==> src/shared/phar_defines.vh <==
`ifndef PHAR_DEFINES_VH
`define PHAR_DEFINES_VH
`define PHAR_OFS_PCI_BASE 32'h10004000
`define PHAR_OFS_INT_BASE 32'h10004008
`define PHAR_OFS_VERSION 32'h10004010
`define PHAR_OFS_CFG_ADDR 32'h10004014
`define PHAR_OFS_CFG_DATA 32'h10004018
`define PHAR_OFS_INT_STAT 32'h1000401c
`define PHAR_OFS_INT_MASK 32'h10004020
`define PHAR_OFS_PCI_STAT 32'h10004024
`define PHAR_OFS_PCI_MASK 32'h10004028
`define PHAR_OFS_HOST_CTL 32'h10004030
`define PHAR_OFS_PWR_CONS 32'h10004040
`define PHAR_OFS_PWR_DISS 32'h10004044
`define PHAR_OFS_BRG_CTL 32'h10004050
`define PHAR_OFS_PWR_CTL 32'h10004054
`define PHAR_OFS_SOFT_RST 32'h10004058
`define PHAR_OFS_RETRY_TMR 32'h1000405c
`define PHAR_OFS_CFG_SPACE 32'h10004100
`define PHAR_REG_PAGE 32'h10004000
`define PHAR_BASE_MASK 32'hffc00000
`define PHAR_CFG_ADDR_MASK 32'h80ffffff
// arbitrary value
`define PHAR_VERSION_VAL 32'h00020003
`define PHAR_CFG_EN_BIT 31
`define PHAR_HC_RESET_BIT 0
`define PHAR_HC_ARBMODE_BIT 1
`define PHAR_ST_IRQ 11
`define PHAR_ST_SERR 10
`define PHAR_ST_PERR 9
`define PHAR_ST_INT_READ_BUS_ERROR_FLAG 6
`define PHAR_ST_INT_WRITE_BUS_ERROR_FLAG 5
`define PHAR_ST_DISCARD 4
`define PHAR_ST_READ_TARGET_ABORT_FLAG 3
`define PHAR_ST_WRITE_TARGET_ABORT_FLAG 2
`define PHAR_ST_READ_MASTER_ABORT_FLAG 1
`define PHAR_ST_WRITE_MASTER_ABORT_FLAG 0
`define PHAR_ST_USED_MASK 32'hffff0e7f
`define PHAR_DISCARD_CYCLES 32768
`endif

==> src/core/phar_arbiter.v <==
`timescale 1ns/10ps
`include "phar_defines.vh"
module phar_arbiter (
  input wire I_CLK,
  input wire I_RESETN,
  input wire i_enable,
  input wire i_rotating,
  input wire [4:0] i_req,
  input wire i_bus_idle,
  output wire [4:0] o_gnt
);
  // slot 0 is the bridge itself, slots 1..4 external masters
  reg [4:0] gnt_reg;
  reg [4:0] gnt_next;
  reg [2:0] last_reg;
  reg [2:0] last_next;
  reg [1:0] grp_ptr_reg;
  reg [1:0] grp_ptr_next;
  reg own_turn_reg;
  reg own_turn_next;
  reg found;
  reg [2:0] idx;
  reg [3:0] sum;
  reg [1:0] gidx;
  integer k;

  assign o_gnt = gnt_reg;

  always @* begin
    gnt_next = gnt_reg;
    last_next = last_reg;
    grp_ptr_next = grp_ptr_reg;
    own_turn_next = own_turn_reg;
    found = 1'b0;
    idx = 3'h0;
    sum = 4'h0;
    gidx = 2'h0;
    if (!i_enable) begin
      gnt_next = 5'h00;
    end else if (i_bus_idle) begin
      if (i_rotating) begin
        for (k = 1; k <= 5; k = k + 1) begin
          // four-bit sum, a three-bit one wraps before the modulo-5 fold
          sum = {1'b0, last_reg} + {1'b0, k[2:0]};
          idx = (sum >= 4'h5) ? sum[2:0] - 3'h5 : sum[2:0];
          if (!found && i_req[idx]) begin
            found = 1'b1;
            last_next = idx;
          end
        end
        gnt_next = 5'h01 << last_next;
      end else begin
        found = 1'b0;
        for (k = 1; k <= 4; k = k + 1) begin
          gidx = grp_ptr_reg + k[1:0];
          if (!found && i_req[{1'b0, gidx} + 3'h1]) begin
            found = 1'b1;
            grp_ptr_next = gidx;
          end
        end
        if (i_req[0] && (own_turn_reg || !found)) begin
          gnt_next = 5'h01;
          grp_ptr_next = grp_ptr_reg;
          own_turn_next = 1'b0;
        end else if (found) begin
          gnt_next = 5'h02 << grp_ptr_next;
          own_turn_next = 1'b1;
        end else begin
          gnt_next = 5'h01;
        end
        last_next = 3'h0;
      end
    end
  end

  always @(posedge I_CLK or negedge I_RESETN) begin
    if (!I_RESETN) begin
      gnt_reg <= 5'h00;
      last_reg <= 3'h0;
      grp_ptr_reg <= 2'h3;
      own_turn_reg <= 1'b1;
    end else begin
      gnt_reg <= gnt_next;
      last_reg <= last_next;
      grp_ptr_reg <= grp_ptr_next;
      own_turn_reg <= own_turn_next;
    end
  end
endmodule

==> src/core/phar_top.v <==
`timescale 1ns/10ps
`include "phar_defines.vh"
// Functional notes
// alternate bridge and external group; rotate group
// alternating idle: park bus on bridge
// rotating: even rotation over all masters
// rotating idle: park on last owner
// bus reset follows control bit
// interrupt input level sets bit 11
// system error edge sets bit 10
// burst register access: error flag, nmi
// reserved read: bus error, data error
// reserved write: bus error, data dropped
// read-only writes ignored; width limits
// only the cpu reaches registers
// outbound address upper bits from pci base
// inbound address upper bits from internal base
// fixed version register, major/minor halves
// config data access runs config cycle
// config address field layout, 30:24 zero
// cycle type 00 type0, 01 type1
// status bits interrupt cpu when unmasked
// read clears status; pci sets user bits
// delayed read timeout discards, sets bit 4
// abort, bus error, parity status bits
// arbiter for four masters, host mode only
// control bit picks arbitration mode
// config disabled: writes ignored, reads zero
// type0 idsel one-hot from device number
// one grant at a time, per transaction
module phar_top (
  input wire I_CLK,
  input wire I_RESETN,
  input wire I_HOST_OR_NIC_SELECT,
  input wire I_ARBITER_ENABLE_INPUT,
  input wire I_REG_SEL,
  input wire I_REG_WR,
  input wire I_REG_BURST,
  input wire I_REG_FROM_CPU,
  input wire [31:0] I_REG_ADDR,
  input wire [3:0] I_REG_BE,
  input wire [31:0] I_REG_WDATA,
  output reg [31:0] O_REG_RDATA,
  output reg O_REG_ACK,
  output reg O_SYSTEM_COMMAND_BUS_ERR,
  output wire O_REGISTER_BURST_ERROR_FLAG,
  output wire O_BUS_ERROR_FLAG,
  output wire O_NMI,
  output wire O_CPU_IRQ,
  input wire I_PCI_USER_WR,
  input wire [15:0] I_PCI_USER_DATA,
  input wire I_PCI_IRQ,
  input wire I_SERR_N,
  input wire I_EV_PERR,
  input wire I_EV_RD_TABORT,
  input wire I_EV_WR_TABORT,
  input wire I_EV_RD_MABORT,
  input wire I_EV_WR_MABORT,
  input wire I_EV_RD_IBERR,
  input wire I_EV_WR_IBERR,
  input wire I_DLY_READ_PENDING,
  input wire I_DLY_READ_REPEAT,
  output reg O_DLY_READ_DISCARD,
  input wire [31:0] I_OUT_ADDR,
  output wire [31:0] O_OUT_PCI_ADDR,
  input wire [31:0] I_IN_PCI_ADDR,
  output wire [31:0] O_IN_INT_ADDR,
  output reg O_CFG_START,
  output reg O_CFG_WRITE,
  output reg [31:0] O_CFG_ADDR_PHASE,
  output reg [31:0] O_CFG_WDATA,
  input wire I_CFG_DONE,
  input wire [31:0] I_CFG_RDATA,
  output wire O_PCI_RESET_N,
  input wire [4:0] I_REQ_N,
  input wire I_BUS_IDLE,
  output wire [4:0] O_GNT_N,
  output wire O_PARK_DRIVE
);
  parameter DISCARD_CYCLES = `PHAR_DISCARD_CYCLES;

  reg [31:0] pci_base_reg;
  reg [31:0] int_base_reg;
  reg [31:0] cfg_addr_reg;
  reg [31:0] cfg_data_reg;
  reg [31:0] stat_reg;
  reg [31:0] stat_next;
  reg [31:0] mask_reg;
  reg [31:0] pci_stat_reg;
  reg [31:0] pci_mask_reg;
  reg [31:0] host_ctl_reg;
  reg [31:0] pwr_cons_reg;
  reg [31:0] pwr_diss_reg;
  reg [31:0] brg_ctl_reg;
  reg [31:0] pwr_ctl_reg;
  reg [31:0] retry_reg;
  reg burst_err_reg;
  reg bus_err_reg;
  reg serr_n_dly_reg;
  reg cfg_busy_reg;
  reg [15:0] dly_cnt_reg;
  reg [31:0] rd_val;
  reg rd_hit;
  reg wr_hit;
  reg word_only;
  reg [31:0] bmask;
  reg [31:0] idsel;
  wire host_mode;
  wire access;
  wire is_cfg_data;
  wire cfg_run;
  wire [4:0] gnt;
  wire [31:0] wmerge_base;

  assign host_mode = ~I_HOST_OR_NIC_SELECT;
  assign access = I_REG_SEL & I_REG_FROM_CPU & ~I_REG_BURST;
  assign is_cfg_data = I_REG_ADDR == `PHAR_OFS_CFG_DATA;
  assign cfg_run = access & is_cfg_data & cfg_addr_reg[`PHAR_CFG_EN_BIT] & host_mode;

  ////////////////////////////////////////////////////////////////////////////
  // address translation

  assign O_OUT_PCI_ADDR = (pci_base_reg & `PHAR_BASE_MASK) |
                          (I_OUT_ADDR & ~`PHAR_BASE_MASK);
  assign O_IN_INT_ADDR = (int_base_reg & `PHAR_BASE_MASK) |
                         (I_IN_PCI_ADDR & ~`PHAR_BASE_MASK);
  assign wmerge_base = I_REG_WDATA & `PHAR_BASE_MASK;

  ////////////////////////////////////////////////////////////////////////////
  // decode

  always @* begin
    bmask = {{8{I_REG_BE[3]}}, {8{I_REG_BE[2]}}, {8{I_REG_BE[1]}}, {8{I_REG_BE[0]}}};
    rd_hit = 1'b1;
    wr_hit = 1'b1;
    word_only = 1'b0;
    rd_val = 32'h00000000;
    case (I_REG_ADDR)
      `PHAR_OFS_PCI_BASE: rd_val = pci_base_reg;
      `PHAR_OFS_INT_BASE: rd_val = int_base_reg;
      `PHAR_OFS_VERSION: rd_val = `PHAR_VERSION_VAL;
      `PHAR_OFS_CFG_ADDR: rd_val = cfg_addr_reg & `PHAR_CFG_ADDR_MASK;
      `PHAR_OFS_CFG_DATA: rd_val = cfg_data_reg;
      `PHAR_OFS_INT_STAT: begin
        rd_val = stat_reg;
        word_only = 1'b1;
      end
      `PHAR_OFS_INT_MASK: rd_val = mask_reg;
      `PHAR_OFS_PCI_STAT: begin
        rd_val = pci_stat_reg;
        word_only = 1'b1;
      end
      `PHAR_OFS_PCI_MASK: rd_val = pci_mask_reg;
      `PHAR_OFS_HOST_CTL: rd_val = host_ctl_reg;
      `PHAR_OFS_PWR_CONS: rd_val = pwr_cons_reg;
      `PHAR_OFS_PWR_DISS: rd_val = pwr_diss_reg;
      `PHAR_OFS_BRG_CTL: rd_val = brg_ctl_reg;
      `PHAR_OFS_PWR_CTL: rd_val = pwr_ctl_reg;
      `PHAR_OFS_SOFT_RST: begin
        rd_hit = 1'b0;
        word_only = 1'b1;
      end
      `PHAR_OFS_RETRY_TMR: rd_val = retry_reg;
      default: begin
        // config space mirror lives in the pci data path, reads zero here
        rd_hit = (I_REG_ADDR[31:8] == `PHAR_OFS_CFG_SPACE >> 8) && (I_REG_ADDR[1:0] == 2'h0);
        wr_hit = rd_hit;
      end
    endcase
    if (word_only && I_REG_BE != 4'hf) begin
      wr_hit = 1'b0;
    end
  end

  ////////////////////////////////////////////////////////////////////////////
  // type0 idsel decode

  always @* begin
    idsel = 32'h00000000;
    if (!cfg_addr_reg[15]) begin
      idsel[{1'b1, cfg_addr_reg[14:11]}] = 1'b1;
    end
  end

  ////////////////////////////////////////////////////////////////////////////
  // status

  always @* begin
    stat_next = stat_reg;
    if (access && !I_REG_WR && I_REG_ADDR == `PHAR_OFS_INT_STAT) begin
      stat_next = 32'h00000000;
    end
    // sets applied after clear so a same-cycle event survives
    if (I_PCI_USER_WR) begin
      stat_next[31:16] = stat_next[31:16] | I_PCI_USER_DATA;
    end
    stat_next[`PHAR_ST_IRQ] = stat_next[`PHAR_ST_IRQ] | (I_PCI_IRQ & host_mode);
    stat_next[`PHAR_ST_SERR] = stat_next[`PHAR_ST_SERR] |
                               (serr_n_dly_reg & ~I_SERR_N & host_mode);
    stat_next[`PHAR_ST_PERR] = stat_next[`PHAR_ST_PERR] | I_EV_PERR;
    stat_next[`PHAR_ST_INT_READ_BUS_ERROR_FLAG] = stat_next[`PHAR_ST_INT_READ_BUS_ERROR_FLAG] | I_EV_RD_IBERR;
    stat_next[`PHAR_ST_INT_WRITE_BUS_ERROR_FLAG] = stat_next[`PHAR_ST_INT_WRITE_BUS_ERROR_FLAG] | I_EV_WR_IBERR;
    stat_next[`PHAR_ST_READ_TARGET_ABORT_FLAG] = stat_next[`PHAR_ST_READ_TARGET_ABORT_FLAG] | I_EV_RD_TABORT;
    stat_next[`PHAR_ST_WRITE_TARGET_ABORT_FLAG] = stat_next[`PHAR_ST_WRITE_TARGET_ABORT_FLAG] | I_EV_WR_TABORT;
    stat_next[`PHAR_ST_READ_MASTER_ABORT_FLAG] = stat_next[`PHAR_ST_READ_MASTER_ABORT_FLAG] | I_EV_RD_MABORT;
    stat_next[`PHAR_ST_WRITE_MASTER_ABORT_FLAG] = stat_next[`PHAR_ST_WRITE_MASTER_ABORT_FLAG] | I_EV_WR_MABORT;
    if (dly_cnt_reg == DISCARD_CYCLES - 1) begin
      stat_next[`PHAR_ST_DISCARD] = 1'b1;
    end
    stat_next = stat_next & `PHAR_ST_USED_MASK;
  end

  assign O_CPU_IRQ = |(stat_reg & mask_reg);
  assign O_REGISTER_BURST_ERROR_FLAG = burst_err_reg;
  assign O_BUS_ERROR_FLAG = bus_err_reg;
  assign O_NMI = burst_err_reg;
  assign O_PCI_RESET_N = ~(host_mode & host_ctl_reg[`PHAR_HC_RESET_BIT]);
  assign O_GNT_N = ~gnt;
  assign O_PARK_DRIVE = gnt[0] & ~host_ctl_reg[`PHAR_HC_ARBMODE_BIT] & (&I_REQ_N);

  ////////////////////////////////////////////////////////////////////////////
  // registers

  always @(posedge I_CLK or negedge I_RESETN) begin
    if (!I_RESETN) begin
      pci_base_reg <= 32'h00000000;
      int_base_reg <= 32'h00000000;
      cfg_addr_reg <= 32'h00000000;
      cfg_data_reg <= 32'h00000000;
      stat_reg <= 32'h00000000;
      mask_reg <= 32'h00000000;
      pci_stat_reg <= 32'h00000000;
      pci_mask_reg <= 32'h00000000;
      host_ctl_reg <= 32'h00000000;
      pwr_cons_reg <= 32'h00000000;
      pwr_diss_reg <= 32'h00000000;
      brg_ctl_reg <= 32'h00000000;
      pwr_ctl_reg <= 32'h00000000;
      retry_reg <= 32'h00000000;
      burst_err_reg <= 1'b0;
      bus_err_reg <= 1'b0;
      serr_n_dly_reg <= 1'b1;
      cfg_busy_reg <= 1'b0;
      dly_cnt_reg <= 16'h0000;
      O_DLY_READ_DISCARD <= 1'b0;
      O_REG_RDATA <= 32'h00000000;
      O_REG_ACK <= 1'b0;
      O_SYSTEM_COMMAND_BUS_ERR <= 1'b0;
      O_CFG_START <= 1'b0;
      O_CFG_WRITE <= 1'b0;
      O_CFG_ADDR_PHASE <= 32'h00000000;
      O_CFG_WDATA <= 32'h00000000;
    end else begin
      stat_reg <= stat_next;
      serr_n_dly_reg <= I_SERR_N;
      O_REG_ACK <= 1'b0;
      O_SYSTEM_COMMAND_BUS_ERR <= 1'b0;
      O_CFG_START <= 1'b0;
      O_DLY_READ_DISCARD <= 1'b0;
      if (I_REG_SEL && I_REG_FROM_CPU && I_REG_BURST) begin
        burst_err_reg <= 1'b1;
        O_REG_ACK <= 1'b1;
      end
      // delayed read timer restarts on repeat, clears when idle
      if (!I_DLY_READ_PENDING || I_DLY_READ_REPEAT) begin
        dly_cnt_reg <= 16'h0000;
      end else if (dly_cnt_reg == DISCARD_CYCLES - 1) begin
        dly_cnt_reg <= 16'h0000;
        O_DLY_READ_DISCARD <= 1'b1;
      end else begin
        dly_cnt_reg <= dly_cnt_reg + 16'h0001;
      end
      if (cfg_busy_reg && I_CFG_DONE) begin
        cfg_busy_reg <= 1'b0;
        O_REG_ACK <= 1'b1;
        if (!O_CFG_WRITE) begin
          cfg_data_reg <= I_CFG_RDATA;
          O_REG_RDATA <= I_CFG_RDATA;
        end
      end else if (access && !cfg_busy_reg && cfg_run) begin
        // ack is held back until the pci cycle completes
        cfg_busy_reg <= 1'b1;
        O_CFG_START <= 1'b1;
        O_CFG_WRITE <= I_REG_WR;
        O_CFG_WDATA <= I_REG_WDATA;
        if (cfg_addr_reg[1:0] == 2'h0) begin
          O_CFG_ADDR_PHASE <= idsel | {21'h000000, cfg_addr_reg[10:2], 2'h0};
        end else begin
          O_CFG_ADDR_PHASE <= {8'h00, cfg_addr_reg[23:2], 2'h1};
        end
      end else if (access && !cfg_busy_reg) begin
        O_REG_ACK <= 1'b1;
        if (!I_REG_WR) begin
          O_REG_RDATA <= (rd_hit && !is_cfg_data) ? rd_val : 32'h00000000;
          if (!rd_hit) begin
            bus_err_reg <= 1'b1;
            O_SYSTEM_COMMAND_BUS_ERR <= 1'b1;
          end
        end else if (!wr_hit) begin
          if (I_REG_ADDR != `PHAR_OFS_SOFT_RST && !(I_REG_ADDR[31:8] == `PHAR_REG_PAGE >> 8 &&
              I_REG_BE != 4'hf && (I_REG_ADDR == `PHAR_OFS_INT_STAT ||
              I_REG_ADDR == `PHAR_OFS_PCI_STAT))) begin
            bus_err_reg <= 1'b1;
          end
        end else begin
          case (I_REG_ADDR)
            `PHAR_OFS_PCI_BASE: pci_base_reg <= (pci_base_reg & ~(bmask & `PHAR_BASE_MASK)) |
                                                (wmerge_base & bmask);
            `PHAR_OFS_INT_BASE: int_base_reg <= (int_base_reg & ~(bmask & `PHAR_BASE_MASK)) |
                                                (wmerge_base & bmask);
            `PHAR_OFS_CFG_ADDR: cfg_addr_reg <= ((cfg_addr_reg & ~bmask) |
                                  (I_REG_WDATA & bmask)) & `PHAR_CFG_ADDR_MASK;
            `PHAR_OFS_INT_MASK: mask_reg <= ((mask_reg & ~bmask) | (I_REG_WDATA & bmask)) &
                                            `PHAR_ST_USED_MASK;
            `PHAR_OFS_PCI_STAT: pci_stat_reg <= I_REG_WDATA;
            `PHAR_OFS_PCI_MASK: pci_mask_reg <= (pci_mask_reg & ~bmask) | (I_REG_WDATA & bmask);
            `PHAR_OFS_HOST_CTL: host_ctl_reg <= (host_ctl_reg & ~bmask) |
                                                (I_REG_WDATA & bmask);
            `PHAR_OFS_PWR_CONS: pwr_cons_reg <= (pwr_cons_reg & ~bmask) | (I_REG_WDATA & bmask);
            `PHAR_OFS_PWR_DISS: pwr_diss_reg <= (pwr_diss_reg & ~bmask) | (I_REG_WDATA & bmask);
            `PHAR_OFS_BRG_CTL: brg_ctl_reg <= (brg_ctl_reg & ~bmask) | (I_REG_WDATA & bmask);
            `PHAR_OFS_PWR_CTL: pwr_ctl_reg <= (pwr_ctl_reg & ~bmask) | (I_REG_WDATA & bmask);
            `PHAR_OFS_RETRY_TMR: retry_reg <= (retry_reg & ~bmask) | (I_REG_WDATA & bmask);
            default: begin
              // read-only or config-disabled targets: data dropped, no error
            end
          endcase
        end
      end
    end
  end

  ////////////////////////////////////////////////////////////////////////////
  // arbiter

  phar_arbiter u_arb (
    .I_CLK(I_CLK),
    .I_RESETN(I_RESETN),
    .i_enable(host_mode & I_ARBITER_ENABLE_INPUT),
    .i_rotating(host_ctl_reg[`PHAR_HC_ARBMODE_BIT]),
    .i_req(~I_REQ_N),
    .i_bus_idle(I_BUS_IDLE),
    .o_gnt(gnt)
  );
endmodule

==> config.mk <==
export PLATFORM = sky130hd
export DESIGN_NAME = phar_top
export DESIGN_NICKNAME = d
export VERILOG_FILES = /design/src/core/phar_arbiter.v /design/src/core/phar_top.v
export VERILOG_INCLUDE_DIRS = /design/src /design/src/shared
export SDC_FILE = /design/constraint.sdc
export NUM_CORES = 1
export LEC_CHECK = 0
export ABC_AREA = 1
export BUFFER_PORTS_ARGS = -buffer_cell sky130_fd_sc_hd__buf_4
export CORE_ASPECT_RATIO = 0.5
export CORE_MARGIN = 2
export CORE_UTILIZATION = 30
export DETAILED_ROUTE_END_ITERATION = 10
export PLACE_DENSITY = 0.45
export SYNTH_ARGS = -nofsm -noshare
export SYNTH_HDL_FRONTEND = slang
export SYNTH_HIERARCHICAL = 1
export SYNTH_SLANG_ARGS = --single-unit
==> constraint.sdc <==
create_clock -name I_CLK -period 3.7 [get_ports I_CLK]
set_input_delay 0.185 -clock I_CLK [delete_from_list [all_inputs] [get_ports I_CLK]]
set_output_delay 0.185 -clock I_CLK [all_outputs]
set_load 0.05 [all_outputs]
# Word-level counts from Yosys, hierarchy flattened
# Index checks and enable logic that the tools add are counted.
# classes
bitwise_logic,63
n_addsub,18
muxes,117
shift,2
n_reduce_logical,68
magnitude_cmp,16
eq_ne,28
# op_table
op,n
$eq 32x29->1 const B,16
$pmux 32 s15,1
$and 32x32->32,14
$or 32x32->32,11
$mux 32,9
$reduce_and 6->1,13
$mux 1,67
$not 32->32,2
$or 32x22->32,2
$eq 24x21->1 const B,2
$mux 16,3
$mux 3,14
$lt 3x4->1 const B,9
$ne 32x29->1 const B,1
$or 32x11->32,1
$reduce_or 32->1,1
$bmux 1 s3,9
$mux 5,5
$logic_and 1x1->1,22
$ge 4x3->1 const B,5
$add 16x1->16 const B,1
$eq 16x15->1 const B,1
$or 16x16->16,1
$reduce_or 16->1,1
30 further kinds,101
# word_totals
reg_bits,561
out_inout_bits,176

# Logic depth before layout (Yosys ltp)
# logic_depth
word_depth,37
depth_mapped,25
mapped_depth_nobuf,24

# Modules after synthesis
# The synthesis kept the hierarchy.
# by_module_without_submodules
module,area_per_inst_um2,cells_each,seq_area_each_um2,n_inst
phar_top,24636.1,3222,12638.4,1
phar_arbiter,1821.7,315,279.0,1

# Worst setup path before layout
# No wires, ideal clock.
# synth_timing
path_type,reg2reg
startpoint,register u_arb.last_reg[0]
endpoint,register u_arb.gnt_reg[1] (netlist: u_arb/o_gnt[1])
stages_incl_launch_ff,24
path_slack_ns,0.826
t_required_ns,3.581
arrival_time_ns,2.755
setup_ns,0.119
cell_sequence,dfrtp_1 inv_2 buf_2 ha_1 inv_1 fa_1 inv_1 nand2_1 nand2_1 nand2_1 nand2_1 inv_1 nand3_1 nand3_1 nand2_1 nand3_2 nor2_2 nand2_1 nand2_1 inv_1 a21oi_4 nor2_1 nand3_1 nand2_1
# synth_between
elab_chain_len,37
elab_cells_between_ends,66
cone_classes,add/sub: 10; order compare: 5; shift: 1; mux: 42; reduce/logical: 8
# synth_lines
item,line_no,text
from (decl),phar_arbiter.v:15,reg [2:0] last_reg;
from (signal assigned),phar_arbiter.v:84,last_reg <= last_next;
$add 3x1->4,phar_arbiter.v:44,"sum = {1'b0, last_reg} + {1'b0, k[2:0]};"
$ge 4x3->1 / $sub 3x3->3 (equally long branches),phar_arbiter.v:45,idx = (sum >= 4'h5) ? sum[2:0] - 3'h5 : sum[2:0];
$mux 3,phar_arbiter.v:45,
$bmux 1 s3,phar_arbiter.v:46,if (!found && i_req[idx]) begin
$mux 1 (not written as such),phar_arbiter.v:46,
$mux 1,phar_arbiter.v:46,
$mux 1,phar_arbiter.v:41,if (i_rotating) begin
$mux 1,phar_arbiter.v:40,end else if (i_bus_idle) begin
[21 not listed],n/a,
$mux 3 (*),phar_arbiter.v:46,
$mux 3 (*),phar_arbiter.v:41,
$mux 3 (*),phar_arbiter.v:40,
$mux 3 (*),phar_arbiter.v:38,if (!i_enable) begin
$shl 1x3->5 (*),phar_arbiter.v:51,gnt_next = 5'h01 << last_next;
$mux 5 (*),phar_arbiter.v:41,
$mux 5 (*),phar_arbiter.v:40,
$mux 5 (*),phar_arbiter.v:38,
to (signal assigned),phar_arbiter.v:83,gnt_reg <= gnt_next;
to (decl),phar_arbiter.v:13,reg [4:0] gnt_reg;
# Mark *: on every way between the ends. The rest lies on a longest branch, timed or not. The select of a mux whose other input is x is not followed.
# A chain may end at the register's enable or synchronous reset.

# Worst setup path after layout
# layout_timing
startpoint,register u_arb.last_reg[1]
endpoint,register u_arb.gnt_reg[3] (netlist: u_arb/o_gnt[3])
# Same word-level chain as after synthesis.

==> run metrics <==
status completed; pwr/cell area between 400 and 500 mW/mm^2; crit share post-route 0.870; setup bufs post-CTS 0; first-pass GRT wire length 150000 microns; max-cap violations 0; Gates resized, CTS repair 0; Arrival @ worst endpoint 3740 ps; clock root buffer clkbuf_16; WS Path Type flip-flop to flip-flop; share of layout cells above drive strength 1 0.130; Max-slew headroom 0.135; DRT Pass-1 Iters 5; drt drc 0; Post-Route WL 98800 microns; TritonCTS Sinks 516; endpoints failing hold 0; critical path startpoint u_arb/last_reg[1]; Hold Crit Class input pin to flip-flop; DRT iter0 DRCs around 2000; cell at the slowest stage of the critical path dfrtp_1; Netlist cell types 55; RSZ-0062 raised after global routing false; worst slew pin tran 1260 ps; Startpoint Class flip-flop; drt wl/cell 19.6 microns; commonest non-fill, non-tap cell in the layout nand2_1; Bufs and invs on worst path 1; Fmax achieved 311 MHz; gpl congestion approximately 0.87; post-synthesis net count around 3800; Layout Skew 16.8 ps; Area Overhead vs Synth 23.3%; die area 0.0907 sq mm; ant diodes 0; crit path max fanout 9; worst path required time 4220 ps; cell area after synthesis 0.0265 sq mm; Seq/Total Area, Yosys 0.488; H-tree depth 2; Final TNS setup 0 ps; initial antenna violation count 1; syn avg cell area 7.48 sq um; die height 214 microns; setup violators final 0; Detail Route Antenna Nets 0; Detail Placement HPWL 68700 microns; Max VDD drop 0.337 mV; worst r2r src u_arb/last_reg[1]; Cell Chain, Critical Path inv_1 -> ha_1 -> ha_1 -> nand2_1 -> nand2_1 -> o21ai_0 -> nand3_1 -> nand2_1 -> nand2_1 -> nand2_2 -> nand3_1 -> nand3_1 -> nand2_1 -> a21oi_4 -> nor2_1 -> nand3_1 -> nand2_1; commonest non-fill, non-tap cells in the layout nand2_1 (1337), dfrtp_1 (512), nand3_1 (389), buf_4 (342), inv_1 (275); delay-heaviest family, CP simple AND/OR/NAND/NOR gates; TritonCTS clock tree built; cell repeated most along the worst path nand2_1; maximum number of pins on one net before global-route repair 84; Post-Syn Instances 3537; final-report max-slew violation count 0; cell count after placement 4828; Initial Utilization 0.305; yosys warns 6; crit path capture type flip-flop; Hold Startpoint I_DLY_READ_PENDING; leakage 17.1 nW; Vias between 20000 and 25000; Nets just over 4000; worst stage delay on the critical path 460 ps; WHS 37.9 ps; vias in the first global route 24200; clk_lat worst skew 640 ps; all-layer global routing usage 0.215; Final Non-Filler Cells around 5000; chip width 424 microns; CTS max path bufs 3; GRT overflow 0; Reg clk slew, reported paths roughly 60 ps; # port buffers 273; total CTS buffers 53; register bit total from synthesis ~520; DR vias/cell 4.85; Std-Cell Rows 76; core area approximately 0.087 sq mm; min Tclk post-route 3220 ps; # IOs 383; hold_buf cts 118; # fillers 9193
==> metal layers <==
metal	GRT usage	up-vias	routed length, microns
met4	0.0683	0	2890
met5	0	-	0
li1	-	11885	-
met3	0.0287	138	5160
met2	0.360	650	47200
met1	0.288	11758	43500
==> kinds of logic after synthesis <==
family | after synthesis | share of synthesized area
flops | 516 | 0.488
buf+inv | 522 | 0.0850
fa+ha+maj | 16 | 0.00785
xor+xnor | 9 | 0.00298
simple gates | 2094 | 0.333
mux | 12 | 0.00497
compound gates | 367 | 0.0780
other cells | 1 | 0.000142
==> area by class of cell <==
cell class / instances / area, sq um / area share
well taps: 1170 / 1460 / 0.0449
clock buffers: 80 / 1620 / 0.0496
inverters: 283 / 1060 / 0.0326
repair buffers: 478 / 4100 / 0.126
clock inverters: 13 / 149 / 0.00456
multi-input cells: 2499 / 11300 / 0.347
flip-flops and latches: 516 / 12900 / 0.396
==> worst paths after layout <==
path / slack (ps) / endpoint / depth (start not counted)
max reg2reg: 480 / u_arb/o_gnt[3] / 17
min reg2reg: 450 / dly_cnt_reg[0] / 1
max: 480 / u_arb/o_gnt[3] / 17
min in group asynchronous: 140 / O_CFG_WDATA[7] / 2
min: 40 / dly_cnt_reg[2] / 5
max in group asynchronous: 2610 / u_arb/own_turn_reg / 3
==> stage by stage <==
step | total power, mW | setup slack (ps) | cell area, sq um | utilization
3_5_place_dp | 7.57 | 452 | 29700 | 0.342
5_1_grt | 13.7 | 96.2 | 32600 | 0.376
6_report | 13.2 | 480 | 32600 | 0.376
4_1_cts | 13.3 | 435 | 32600 | 0.376
3_3_place_gp | 7.55 | 480 | 29700 | 0.342
2_1_floorplan | 7.05 | 826 | 26500 | -
==> cell usage after synthesis (all sizes together) <==
master   number  share of area
ha           15         0.0071
o211ai       33         0.0094
and3          3        0.00071
nand3       396          0.077
or2           3        0.00071
o2111ai       1        0.00033
o41ai         1        0.00033
nand4        73          0.017
dfstp         4         0.0040
nor4          6         0.0014
nand2      1341           0.19
nor2        240          0.037
buf          91          0.024
o32ai         1        0.00033
a31o          1        0.00033
a221oi        1        0.00033
a31oi        33         0.0078
xor2          5         0.0017
o31ai         4         0.0011
mux2          9         0.0038
a22o          1        0.00033
o21a          1        0.00028
a21oi        78          0.015
a2111oi       1        0.00033
nor3         14         0.0031
mux2i         3         0.0011
fa            1        0.00076
a32oi         1        0.00033
nor3b         1        0.00028
xnor2         4         0.0013
o21bai        7         0.0020
inv         281          0.040
conb          1        0.00014
o21ai       193          0.037
nand3b       17         0.0048
clkinv        2        0.00028
dfrtp       512           0.48
o22ai         4        0.00095
a211oi        2        0.00057
a21o          4         0.0011
clkbuf      148          0.021
==> power breakdown <==
| group | switching [mW] | internal (mW) |
|---|---|---|
| logic | 1.11 | 0.555 |
| clock network | 2.46 | 3.15 |
| registers | 0.0927 | 5.79 |
| total | 3.67 | 9.49 |
==> worst min-delay path, cell delays in order <==
cell and delay, ps:
buf_4 100, inv_1 40, nor2_1 50, inv_1 180, nor2_1 70
(Power assumes the default switching activity.)
